===== config.mk =====
export PLATFORM = sky130hd
export DESIGN_NAME = flash_suspend_cmd
export DESIGN_NICKNAME = d
export VERILOG_FILES = /design/src/verilog/flash_cmd_pkg.sv /design/src/verilog/byte_fifo.sv /design/src/verilog/flash_suspend_cmd.sv
export SDC_FILE = /design/constraint.sdc
export NUM_CORES = 1
export LEC_CHECK = 0
export BUFFER_PORTS_ARGS = -buffer_cell sky130_fd_sc_hd__buf_2
export CAP_MARGIN = 15
export CORE_ASPECT_RATIO = 0.75
export CORE_UTILIZATION = 28
export CTS_CLUSTER_SIZE = 25
export DETAILED_ROUTE_END_ITERATION = 10
export GPL_ROUTABILITY_DRIVEN = 0
export MAX_ROUTING_LAYER = met4
export PLACE_DENSITY = 0.5
export SYNTH_ARGS = -nofsm -noshare
export SYNTH_HDL_FRONTEND = slang
export SYNTH_SLANG_ARGS = --single-unit

===== constraint.sdc =====
create_clock -name CLK_I -period 3.16 [get_ports CLK_I]
set_input_delay 0.948 -clock CLK_I [delete_from_list [all_inputs] [get_ports CLK_I]]
set_output_delay 0.948 -clock CLK_I [all_outputs]
set_load 0.02 [all_outputs]

===== src/verilog/flash_cmd_pkg.sv =====
// Opcodes, status bit positions and frame constants for the suspend-aware command front end
package flash_cmd_pkg;

	// Clock figures
	localparam int CLK_PERIOD_NS = 40;

	// Opcodes handled or screened by the front end
	localparam logic [7:0] OP_BANK_ACCESS  = 8'hb9;
	localparam logic [7:0] OP_BANK_READ    = 8'h16;
	localparam logic [7:0] OP_BANK_WRITE   = 8'h17;
	localparam logic [7:0] OP_CLEAR_STATUS = 8'h30;
	localparam logic [7:0] OP_VPROT_READ   = 8'he0;
	localparam logic [7:0] OP_VPROT_WRITE  = 8'he1;
	localparam logic [7:0] OP_ERASE_RESUME = 8'h7a;
	localparam logic [7:0] OP_READ         = 8'h03;
	localparam logic [7:0] OP_READ_A32     = 8'h13;
	localparam logic [7:0] OP_QREAD        = 8'h0b;
	localparam logic [7:0] OP_QREAD_A32    = 8'h0c;
	localparam logic [7:0] OP_QOUT_READ    = 8'h6b;
	localparam logic [7:0] OP_QOUT_A32     = 8'h6c;
	localparam logic [7:0] OP_QIO_READ     = 8'heb;
	localparam logic [7:0] OP_QIO_A32      = 8'hec;
	localparam logic [7:0] OP_DDR_QIO      = 8'hed;
	localparam logic [7:0] OP_DDR_QIO_A32  = 8'hee;
	localparam logic [7:0] OP_MODE_RESET   = 8'hff;
	localparam logic [7:0] OP_PROG_RESUME  = 8'h8a;
	localparam logic [7:0] OP_PROG_SUSPEND = 8'h85;
	localparam logic [7:0] OP_PAGE_WRITE   = 8'h02;
	localparam logic [7:0] OP_PAGE_A32     = 8'h12;
	localparam logic [7:0] OP_QPAGE_WRITE  = 8'h32;
	localparam logic [7:0] OP_QPAGE_ALT    = 8'h38;
	localparam logic [7:0] OP_QPAGE_A32    = 8'h34;
	localparam logic [7:0] OP_PPROT_READ   = 8'he2;
	localparam logic [7:0] OP_STATUS1_READ = 8'h05;
	localparam logic [7:0] OP_STATUS2_READ = 8'h07;
	localparam logic [7:0] OP_CONFIG_READ  = 8'h35;
	localparam logic [7:0] OP_SOFT_RESET   = 8'hf0;
	localparam logic [7:0] OP_WRITE_ENABLE = 8'h06;
	localparam logic [7:0] OP_WRITE_REGS   = 8'h01;
	localparam logic [7:0] OP_ONETIME_WR   = 8'h42;
	localparam logic [7:0] OP_ONETIME_RD   = 8'h4b;
	localparam logic [7:0] OP_SPROT_READ   = 8'h2b;

	// Status register bit positions
	localparam int SR1_WIP_BIT  = 0;
	localparam int SR1_WEL_BIT  = 1;
	localparam int SR1_PERR_BIT = 6;
	localparam int SR2_PS_BIT   = 0;
	localparam int SR2_ES_BIT   = 1;

	// Frame shape
	localparam logic [1:0] ADDR_LAST_IDX = 2'h2;
	localparam logic [3:0] BYTE_LAST_BIT = 4'h7;
	localparam logic [3:0] WORD_LAST_BIT = 4'hf;
	localparam logic [7:0] FILL_BYTE     = 8'hff;

	// Reset values
	localparam logic       WEL_RESET  = 1'b0;
	localparam logic       PERR_RESET = 1'b0;

	// Read-out sources
	typedef enum logic [1:0] {
		SRC_STATUS1,
		SRC_STATUS2,
		SRC_CONFIG,
		SRC_SECTOR_PROT
	} read_src_t;

endpackage


===== src/verilog/byte_fifo.sv =====
// Small flip-flop FIFO with valid/ready on both sides and a flush
`timescale 1ns/1ps

module byte_fifo #(
	parameter int WIDTH = 8,
	parameter int DEPTH = 8
) (
	input  wire logic             clk_i,
	input  wire logic             reset_i,
	input  wire logic             flush_i,
	input  wire logic [WIDTH-1:0] in_data_i,
	input  wire logic             in_valid_i,
	output logic                  in_ready_o,
	output logic      [WIDTH-1:0] out_data_o,
	output logic                  out_valid_o,
	input  wire logic             out_ready_i
);
	localparam int AW = (DEPTH > 1) ? $clog2(DEPTH) : 1;
	localparam int CW = $clog2(DEPTH + 1);

	logic [WIDTH-1:0] mem_reg [DEPTH];
	logic [AW-1:0]    wr_ptr_reg;
	logic [AW-1:0]    rd_ptr_reg;
	logic [CW-1:0]    count_reg;
	logic [CW-1:0]    count_next;
	logic             ready_reg;
	logic             push;
	logic             pop;

	// Handshakes; a flush blocks any push in flight
	assign push        = in_valid_i & ready_reg & ~flush_i;
	assign pop         = out_valid_o & out_ready_i & ~flush_i;
	assign out_valid_o = (count_reg != '0);
	assign out_data_o  = mem_reg[rd_ptr_reg];
	assign in_ready_o  = ready_reg;

	// Occupancy after this cycle
	always_comb begin
		count_next = count_reg;
		if (push && !pop)
			count_next = count_reg + CW'(1);
		else if (pop && !push)
			count_next = count_reg - CW'(1);
	end

	// Storage
	always_ff @(posedge clk_i) begin
		if (push)
			mem_reg[wr_ptr_reg] <= in_data_i;
	end

	// Pointers, count and registered ready
	always_ff @(posedge clk_i) begin
		if (reset_i || flush_i) begin
			wr_ptr_reg <= '0;
			rd_ptr_reg <= '0;
			count_reg  <= '0;
			ready_reg  <= ~reset_i & ~flush_i;
		end else begin
			if (push)
				wr_ptr_reg <= (wr_ptr_reg == AW'(DEPTH - 1)) ? '0 : wr_ptr_reg + AW'(1);
			if (pop)
				rd_ptr_reg <= (rd_ptr_reg == AW'(DEPTH - 1)) ? '0 : rd_ptr_reg + AW'(1);
			count_reg <= count_next;
			ready_reg <= (count_next < CW'(DEPTH));
		end
	end

endmodule // byte_fifo


===== src/verilog/flash_suspend_cmd.sv =====
// Serial command front end: suspend screening, one-time region access, sector protection read
`timescale 1ns/1ps

// Overview of operation
// - Bank register commands allowed in both suspends
// - Clear status allowed in erase suspend only
// - Volatile protection access in erase suspend only
// - Erase resume allowed in erase suspend only
// - All array reads allowed in both suspends
// - Mode bit reset allowed in both suspends
// - Program resume allowed in both, also nested
// - Program suspend allowed only in erase suspend
// - Page writes allowed in erase suspend only
// - Persistent protection read in erase suspend only
// - Status one and config reads always allowed
// - Status two read always allowed
// - Write enable allowed in erase suspend only
// - Register write in a suspend only right after bank access
// - One-time write needs write enable latch set
// - Zeros into locked region flag program error
// - One-time write only clears still-erased bits
// - One-time read does not wrap at top
// - One-time read always one dummy byte
// - Protection word sent low byte first
// - Protection word repeats every sixteen clocks
// - Write in progress at status one bit 0
// - Program suspended at status two bit 0
// - Erase suspended at status two bit 1
module flash_suspend_cmd #(
	parameter int FIFO_WIDTH = 8,
	parameter int FIFO_DEPTH = 8
) (
	input  wire logic        CLK_I,
	input  wire logic        RESET_I,
	input  wire logic        SCK_I,
	input  wire logic        CS_N_I,
	input  wire logic        SI_I,
	output logic             SO_O,
	output logic             SO_OE_O,
	input  wire logic        WIP_I,
	input  wire logic        PROG_SUSP_I,
	input  wire logic        ERASE_SUSP_I,
	input  wire logic [15:0] SECTOR_PROT_I,
	input  wire logic [7:0]  CONFIG_I,
	input  wire logic        OTP_LOCKED_I,
	input  wire logic [7:0]  OTP_OLD_I,
	input  wire logic [7:0]  RD_DATA_I,
	input  wire logic        RD_VALID_I,
	output logic             RD_READY_O,
	output logic             RD_START_O,
	output logic             CMD_STB_O,
	output logic [7:0]       CMD_CODE_O,
	output logic             CMD_BANK_O,
	output logic             CMD_DROP_O,
	output logic             OTP_WR_STB_O,
	output logic [7:0]       OTP_WR_DATA_O,
	output logic [23:0]      OTP_ADDR_O,
	output logic             WEL_O,
	output logic             PERR_O
);

	typedef enum {
		ST_OPCODE,
		ST_ADDR,
		ST_DUMMY,
		ST_WDATA,
		ST_RDOUT,
		ST_OTPOUT,
		ST_SKIP
	} frame_state_t;

	frame_state_t                 state_reg;
	flash_cmd_pkg::read_src_t     src_reg;
	logic                         sck_meta;
	logic                         sck_sync;
	logic                         sck_last;
	logic                         cs_meta;
	logic                         cs_sync;
	logic                         cs_last;
	logic                         si_meta;
	logic                         si_sync;
	logic                         sck_rise;
	logic                         sck_fall;
	logic                         frame_end;
	logic [2:0]                   bit_cnt_reg;
	logic [6:0]                   shift_reg;
	logic [7:0]                   rx_byte;
	logic                         byte_done;
	logic [1:0]                   addr_idx_reg;
	logic                         is_write_reg;
	logic                         bank_follow_reg;
	logic                         frame_bank_reg;
	logic                         frame_wrote_reg;
	logic                         admit;
	logic [15:0]                  out_sh_reg;
	logic [3:0]                   out_cnt_reg;
	logic [3:0]                   out_last;
	logic [15:0]                  out_word;
	logic [7:0]                   fifo_data;
	logic                         fifo_valid;
	logic                         fifo_pop;
	logic                         otp_zero_req;

	// Admission table by opcode and suspend state
	function automatic logic admit_fn(input logic [7:0] op, input logic ps,
			input logic es, input logic bank_follow);
		logic both;
		logic erase_only;
		both       = 1'b0;
		erase_only = 1'b0;
		case (op)
			flash_cmd_pkg::OP_BANK_ACCESS,
			flash_cmd_pkg::OP_BANK_READ,
			flash_cmd_pkg::OP_BANK_WRITE:   both = 1'b1;
			flash_cmd_pkg::OP_READ,
			flash_cmd_pkg::OP_READ_A32,
			flash_cmd_pkg::OP_QREAD,
			flash_cmd_pkg::OP_QREAD_A32,
			flash_cmd_pkg::OP_QOUT_READ,
			flash_cmd_pkg::OP_QOUT_A32,
			flash_cmd_pkg::OP_QIO_READ,
			flash_cmd_pkg::OP_QIO_A32,
			flash_cmd_pkg::OP_DDR_QIO,
			flash_cmd_pkg::OP_DDR_QIO_A32:  both = 1'b1;
			flash_cmd_pkg::OP_MODE_RESET:   both = 1'b1;
			flash_cmd_pkg::OP_PROG_RESUME:  both = 1'b1;
			flash_cmd_pkg::OP_STATUS1_READ,
			flash_cmd_pkg::OP_CONFIG_READ:  both = 1'b1;
			flash_cmd_pkg::OP_STATUS2_READ: both = 1'b1;
			flash_cmd_pkg::OP_SOFT_RESET:   both = 1'b1;
			flash_cmd_pkg::OP_WRITE_REGS:   both = bank_follow;
			flash_cmd_pkg::OP_CLEAR_STATUS: erase_only = 1'b1;
			flash_cmd_pkg::OP_VPROT_READ,
			flash_cmd_pkg::OP_VPROT_WRITE:  erase_only = 1'b1;
			flash_cmd_pkg::OP_ERASE_RESUME: erase_only = 1'b1;
			flash_cmd_pkg::OP_PROG_SUSPEND: erase_only = 1'b1;
			flash_cmd_pkg::OP_PAGE_WRITE,
			flash_cmd_pkg::OP_PAGE_A32,
			flash_cmd_pkg::OP_QPAGE_WRITE,
			flash_cmd_pkg::OP_QPAGE_ALT,
			flash_cmd_pkg::OP_QPAGE_A32:    erase_only = 1'b1;
			flash_cmd_pkg::OP_PPROT_READ:   erase_only = 1'b1;
			flash_cmd_pkg::OP_WRITE_ENABLE: erase_only = 1'b1;
			default: begin
				both       = 1'b0;
				erase_only = 1'b0;
			end
		endcase
		// Program suspend, nested or not, is the tighter table
		if (ps)
			return both;
		else if (es)
			return both | erase_only;
		else
			return 1'b1;
	endfunction

	// Two-stage synchronisers for the link pins
	always_ff @(posedge CLK_I) begin
		if (RESET_I) begin
			sck_meta <= 1'b0;
			sck_sync <= 1'b0;
			sck_last <= 1'b0;
			cs_meta  <= 1'b1;
			cs_sync  <= 1'b1;
			cs_last  <= 1'b1;
			si_meta  <= 1'b0;
			si_sync  <= 1'b0;
		end else begin
			sck_meta <= SCK_I;
			sck_sync <= sck_meta;
			sck_last <= sck_sync;
			cs_meta  <= CS_N_I;
			cs_sync  <= cs_meta;
			cs_last  <= cs_sync;
			si_meta  <= SI_I;
			si_sync  <= si_meta;
		end
	end

	// Link edges and assembled byte
	assign sck_rise  = sck_sync & ~sck_last & ~cs_sync;
	assign sck_fall  = ~sck_sync & sck_last & ~cs_sync;
	assign frame_end = cs_sync & ~cs_last;
	assign rx_byte   = {shift_reg, si_sync};
	assign byte_done = sck_rise & (bit_cnt_reg == 3'h7);
	assign admit     = admit_fn(rx_byte, PROG_SUSP_I, ERASE_SUSP_I, bank_follow_reg);

	// Input bit counter and shifter, restarted by each frame
	always_ff @(posedge CLK_I) begin
		if (RESET_I || cs_sync) begin
			bit_cnt_reg <= '0;
			shift_reg   <= '0;
		end else if (sck_rise) begin
			bit_cnt_reg <= bit_cnt_reg + 3'h1;
			shift_reg   <= rx_byte[6:0];
		end
	end

	// Frame state machine
	always_ff @(posedge CLK_I) begin
		if (RESET_I || cs_sync) begin
			state_reg    <= ST_OPCODE;
			addr_idx_reg <= '0;
			is_write_reg <= 1'b0;
		end else if (byte_done) begin
			case (state_reg)
				ST_OPCODE: begin
					addr_idx_reg <= '0;
					is_write_reg <= (rx_byte == flash_cmd_pkg::OP_ONETIME_WR);
					if (!admit)
						state_reg <= ST_SKIP;
					else
						case (rx_byte)
							flash_cmd_pkg::OP_STATUS1_READ,
							flash_cmd_pkg::OP_STATUS2_READ,
							flash_cmd_pkg::OP_CONFIG_READ,
							flash_cmd_pkg::OP_SPROT_READ: state_reg <= ST_RDOUT;
							flash_cmd_pkg::OP_ONETIME_RD: state_reg <= ST_ADDR;
							flash_cmd_pkg::OP_ONETIME_WR:
								state_reg <= WEL_O ? ST_ADDR : ST_SKIP;
							default: state_reg <= ST_SKIP;
						endcase
				end
				ST_ADDR: begin
					addr_idx_reg <= addr_idx_reg + 2'h1;
					if (addr_idx_reg == flash_cmd_pkg::ADDR_LAST_IDX)
						state_reg <= is_write_reg ? ST_WDATA : ST_DUMMY;
				end
				ST_DUMMY:  state_reg <= ST_OTPOUT;
				ST_WDATA:  state_reg <= ST_WDATA;
				ST_RDOUT:  state_reg <= ST_RDOUT;
				ST_OTPOUT: state_reg <= ST_OTPOUT;
				ST_SKIP:   state_reg <= ST_SKIP;
				default:   state_reg <= ST_SKIP;
			endcase
		end
	end

	// Command report towards the embedded engine
	always_ff @(posedge CLK_I) begin
		if (RESET_I) begin
			CMD_STB_O  <= 1'b0;
			CMD_CODE_O <= '0;
			CMD_BANK_O <= 1'b0;
			CMD_DROP_O <= 1'b0;
		end else begin
			CMD_STB_O  <= 1'b0;
			CMD_BANK_O <= 1'b0;
			CMD_DROP_O <= 1'b0;
			if (byte_done && state_reg == ST_OPCODE) begin
				CMD_CODE_O <= rx_byte;
				CMD_BANK_O <= (rx_byte == flash_cmd_pkg::OP_WRITE_REGS) && bank_follow_reg;
				if (admit)
					CMD_STB_O <= 1'b1;
				else
					CMD_DROP_O <= 1'b1;
			end
		end
	end

	// Remember whether the previous frame was an admitted bank access opcode
	always_ff @(posedge CLK_I) begin
		if (RESET_I) begin
			frame_bank_reg  <= 1'b0;
			bank_follow_reg <= 1'b0;
		end else if (frame_end) begin
			bank_follow_reg <= frame_bank_reg;
			frame_bank_reg  <= 1'b0;
		end else if (byte_done && state_reg == ST_OPCODE) begin
			frame_bank_reg <= admit && (rx_byte == flash_cmd_pkg::OP_BANK_ACCESS);
		end
	end

	// One-time address; each data byte advances it by one, wrapping to zero at the top of its 24 bits
	always_ff @(posedge CLK_I) begin
		if (RESET_I) begin
			OTP_ADDR_O <= '0;
		end else if (byte_done && state_reg == ST_ADDR) begin
			OTP_ADDR_O <= {OTP_ADDR_O[15:0], rx_byte};
		end else if (byte_done && state_reg == ST_WDATA) begin
			OTP_ADDR_O <= OTP_ADDR_O + 24'h000001;
		end
	end

	// Read start pulse once the address is complete
	always_ff @(posedge CLK_I) begin
		if (RESET_I)
			RD_START_O <= 1'b0;
		else
			RD_START_O <= byte_done && state_reg == ST_ADDR && !is_write_reg
				&& addr_idx_reg == flash_cmd_pkg::ADDR_LAST_IDX;
	end

	// A data byte with zeros aimed at a locked region
	assign otp_zero_req = OTP_LOCKED_I && (rx_byte != flash_cmd_pkg::FILL_BYTE);

	// One-time write strobe; ones leave bits as they are
	always_ff @(posedge CLK_I) begin
		if (RESET_I) begin
			OTP_WR_STB_O  <= 1'b0;
			OTP_WR_DATA_O <= '0;
		end else begin
			OTP_WR_STB_O <= 1'b0;
			if (byte_done && state_reg == ST_WDATA && !OTP_LOCKED_I) begin
				OTP_WR_STB_O  <= 1'b1;
				OTP_WR_DATA_O <= rx_byte & OTP_OLD_I;
			end
		end
	end

	// Write enable latch: set by write enable, used up by a one-time write
	always_ff @(posedge CLK_I) begin
		if (RESET_I) begin
			WEL_O           <= flash_cmd_pkg::WEL_RESET;
			frame_wrote_reg <= 1'b0;
		end else if (frame_end) begin
			if (frame_wrote_reg)
				WEL_O <= 1'b0;
			frame_wrote_reg <= 1'b0;
		end else if (byte_done && state_reg == ST_OPCODE && admit) begin
			if (rx_byte == flash_cmd_pkg::OP_WRITE_ENABLE)
				WEL_O <= 1'b1;
			frame_wrote_reg <= (rx_byte == flash_cmd_pkg::OP_ONETIME_WR) && WEL_O;
		end
	end

	// Program error flag; a new error wins over a clear in the same cycle
	always_ff @(posedge CLK_I) begin
		if (RESET_I)
			PERR_O <= flash_cmd_pkg::PERR_RESET;
		else if (byte_done && state_reg == ST_WDATA && otp_zero_req)
			PERR_O <= 1'b1;
		else if (byte_done && state_reg == ST_OPCODE && admit
				&& rx_byte == flash_cmd_pkg::OP_CLEAR_STATUS)
			PERR_O <= 1'b0;
	end

	// Read-out source chosen at decode
	always_ff @(posedge CLK_I) begin
		if (RESET_I)
			src_reg <= flash_cmd_pkg::SRC_STATUS1;
		else if (byte_done && state_reg == ST_OPCODE)
			case (rx_byte)
				flash_cmd_pkg::OP_STATUS2_READ: src_reg <= flash_cmd_pkg::SRC_STATUS2;
				flash_cmd_pkg::OP_CONFIG_READ:  src_reg <= flash_cmd_pkg::SRC_CONFIG;
				flash_cmd_pkg::OP_SPROT_READ:   src_reg <= flash_cmd_pkg::SRC_SECTOR_PROT;
				default:                        src_reg <= flash_cmd_pkg::SRC_STATUS1;
			endcase
	end

	// Word to send, live at each reload, left aligned
	always_comb begin
		out_word = '0;
		out_last = flash_cmd_pkg::BYTE_LAST_BIT;
		case (src_reg)
			flash_cmd_pkg::SRC_STATUS1: begin
				out_word[8 + flash_cmd_pkg::SR1_WIP_BIT]  = WIP_I;
				out_word[8 + flash_cmd_pkg::SR1_WEL_BIT]  = WEL_O;
				out_word[8 + flash_cmd_pkg::SR1_PERR_BIT] = PERR_O;
			end
			flash_cmd_pkg::SRC_STATUS2: begin
				out_word[8 + flash_cmd_pkg::SR2_PS_BIT] = PROG_SUSP_I;
				out_word[8 + flash_cmd_pkg::SR2_ES_BIT] = ERASE_SUSP_I;
			end
			flash_cmd_pkg::SRC_CONFIG: out_word[15:8] = CONFIG_I;
			flash_cmd_pkg::SRC_SECTOR_PROT: begin
				out_word = {SECTOR_PROT_I[7:0], SECTOR_PROT_I[15:8]};
				out_last = flash_cmd_pkg::WORD_LAST_BIT;
			end
			default: out_word = '0;
		endcase
	end

	// Next byte of one-time data; fill when the source lags
	assign fifo_pop = (state_reg == ST_OTPOUT) && sck_fall && (out_cnt_reg == 4'h0);

	// Serial output, changed on falling link clock edges, repeating
	always_ff @(posedge CLK_I) begin
		if (RESET_I || cs_sync) begin
			SO_O        <= 1'b0;
			SO_OE_O     <= 1'b0;
			out_sh_reg  <= '0;
			out_cnt_reg <= '0;
		end else if (sck_fall && state_reg == ST_RDOUT) begin
			SO_OE_O <= 1'b1;
			if (out_cnt_reg == 4'h0) begin
				SO_O       <= out_word[15];
				out_sh_reg <= {out_word[14:0], 1'b0};
			end else begin
				SO_O       <= out_sh_reg[15];
				out_sh_reg <= {out_sh_reg[14:0], 1'b0};
			end
			out_cnt_reg <= (out_cnt_reg == out_last) ? 4'h0 : out_cnt_reg + 4'h1;
		end else if (sck_fall && state_reg == ST_OTPOUT) begin
			SO_OE_O <= 1'b1;
			if (out_cnt_reg == 4'h0) begin
				SO_O       <= fifo_valid ? fifo_data[7] : 1'b1;
				out_sh_reg <= {fifo_valid ? fifo_data[6:0] : 7'h7f, 9'h000};
			end else begin
				SO_O       <= out_sh_reg[15];
				out_sh_reg <= {out_sh_reg[14:0], 1'b0};
			end
			out_cnt_reg <= (out_cnt_reg == flash_cmd_pkg::BYTE_LAST_BIT) ?
				4'h0 : out_cnt_reg + 4'h1;
		end
	end

	// Read data staging between the array side and the shifter
	byte_fifo #(
		.WIDTH (FIFO_WIDTH),
		.DEPTH (FIFO_DEPTH)
	) u_rd_fifo (
		.clk_i       (CLK_I),
		.reset_i     (RESET_I),
		.flush_i     (cs_sync),
		.in_data_i   (RD_DATA_I),
		.in_valid_i  (RD_VALID_I),
		.in_ready_o  (RD_READY_O),
		.out_data_o  (fifo_data),
		.out_valid_o (fifo_valid),
		.out_ready_i (fifo_pop)
	);

endmodule // flash_suspend_cmd

==> results.txt <==
Max Cap Violations = 0
VDD IR-drop max = 0.277 mV
fmax = 0.406 GHz
main combinational cell family by area after synthesis = simple AND/OR/NAND/NOR gates
Hold Crit Start = si_meta
top-area cell type share of the netlist area = 0.268
Worst Skew = 0.0142 ns
worst min path class = register to register
Syn Inst Count = 826
share of cells above drive strength 1 = 0.242
Die X = 201 um
syn_nets = 890
# clock sinks = 175
warnings from Yosys = 0
Post-Route WL = 22100 um
compound-gate portion of the synthesized area = 0.160
Largest register FFs = 64
Clock transition at path regs = 0.07 ns
Starting Density = 0.285
largest net degree at the start of global routing = 62
Max Slew Vio Count = 0
ant diodes = 0
initial antenna violation count = 0
# rows = 54
Synth area leader = dfxtp_1
simple-gate share of the synthesized area = 0.187
placeable core area = 0.0291 mm^2
Arr. time, crit path = 2.76 ns
Synth Area in XOR/XNOR = 0.00845
die area = 0.0303 mm^2
launch point of the worst path = shift_reg[3]
Rel. slew slack = 0.395
CP startpoint kind = register
static leakage = 3.41 nW
first-pass GRT wire length = 34700 um
Area Overhead vs Synth = 18.2%
DRC = 0
power per cell area = 469 mW/mm^2
Post-synth EDFFs = 64
status = complete, no violations
DR iter-0 viols = 499
clock buffer count from CTS = 17
Total Neg Setup Slack = 0 ns
Nets = 972
Routed Antenna Nets = 0
Setup crit end kind = register
endpoints failing setup = 0
Synth async-reset ratio = 0
Crit Path Max Fanout = 23
ys flop type = dfxtp_1
Least-Margin Pin Slew = 0.905 ns
I/O Buffers = 99
Netlist cell types = 71
Cell Count, Final, Fillers Out = 1313
GR Util All Layers = 0.152
Yosys reg bits = 175
Seq/Total Area, Yosys = 0.499
Avg WL per Cell = 16.8 um
Max clock buf depth = 2
number of global-route vias before repair = 6007
Final Hold Viols = 0
Post-CTS Resized = 0
H-tree levels = 4
Inst Count DP = 1281
Tcrit/Tclk final = 0.779
vias per inst = 4.90
vias post-DR = 6437
CP required = 3.46 ns
R2R setup slack = 0.70 ns
Ports = 100
RSZ-0062 raised after global routing = false
post-synthesis mux area share = 0.0774
Synth Area per Inst = 10.0 um^2
Syn Std Cell Area = 0.00830 mm^2
overall die height = 151 um
Worst R2R Start = shift_reg[3]
main area contributors after synthesis = dfxtp_1 (27%), edfxtp_1 (23%), mux4_2 (4.9%)
Period minus WS final = 2.46 ns
worst setup path category = register to register
1st-pass router iterations = 5
Worst-Skew Late Latency = 0.44 ns
HPWL after DPL = 15200 um
Post-Synth Adder-Cell Area = 0.0223
# Post-CTS Setup Buffers = 0
CTS tree = done
Root Buffer = clkbuf_16
GRT Residual Overflow = 0
hold_buf cts = 0
[final timing paths]
check	to	depth (start not counted)
max reg2reg	state_reg[2]	6
min reg2reg	si_sync	1
max	state_reg[2]	6
min	si_sync	1
[layer usage]
metal  vias up  GRT usage  share of wire
met5         -          -              0
met4         0     0.0336         0.0052
met3        10     0.0364          0.040
met2       136      0.206           0.41
li1       3206          -              -
met1      3085      0.225           0.54
[layout make-up]
class,instances,area [um^2]
fill,2929,19300
multi-input combinational,567,3780
sequential,175,4150
clock inverter,14,168
inverter,20,75.1
tap,392,490
clock buffer,18,439
timing repair buffer,127,706
[cell families (layout without fill, tap and decap cells)]
| logic type | after synthesis | after routing |
|---|---|---|
| AO/OA/AOI/OAI | 201 | 201 |
| XOR/XNOR | 8 | 8 |
| flip-flops | 175 | 175 |
| buffers and inverters | 84 | 179 |
| adder cells (fa/ha/maj) | 15 | 15 |
| multiplexers | 41 | 41 |
| AND/OR/NAND/NOR | 302 | 302 |
[critical path, stage by stage (launching register included)]
cell and delay (ns):
dfxtp_1 0.90, nand2_1 0.34, nor4_1 0.35, o21ai_0 0.16
and4_1 0.21, nand3_1 0.24, a31oi_1 0.13
[synthesized netlist by cell type (12+ instances only)]
| master | number |
|---|---|
| a211oi_1 | 12 |
| a21oi_1 | 79 |
| buf_2 | 26 |
| clkbuf_1 | 26 |
| dfxtp_1 | 111 |
| edfxtp_1 | 64 |
| ha_1 | 14 |
| inv_1 | 19 |
| mux2i_1 | 18 |
| mux4_2 | 18 |
| nand2_1 | 78 |
| nand3_1 | 22 |
| nand4_1 | 15 |
| nor2_1 | 81 |
| nor2b_1 | 14 |
| nor3_1 | 24 |
| o21ai_0 | 41 |
[power by group]
part / internal, mW / switching [mW] / leakage (nW)
Combinational: 0.0381 / 0.0574 / 1.64
Sequential: 2.33 / 0.00597 / 1.47
Clock: 1.15 / 1.01 / 0.295
[cell usage in the layout (no fill, tap or decap), drive strengths merged, types with 15 or more instances in the layout]
cell / n
a211oi: 19
nor2: 82
buf: 127
a21oi: 79
nand2: 78
nor3: 26
edfxtp: 64
mux2i: 18
nand4: 15
clkbuf: 18
dfxtp: 111
nand3: 22
inv: 27
mux4: 18
o21ai: 43
[per-stage QoR]
step	util	setup slack [ns]	power (mW)	area, um^2	hold WS [ns]
global route	0.337	0.481	4.77	9800	0.474
floorplan	-	0.476	2.43	8300	0.389
finish	0.337	0.700	4.60	9800	0.451
CTS	0.337	0.741	4.68	9800	0.453
detailed placement	0.316	0.530	2.49	9200	0.434
global placement	0.316	0.551	2.49	9200	0.439
Note: power is estimated with default switching activity, not from simulation.
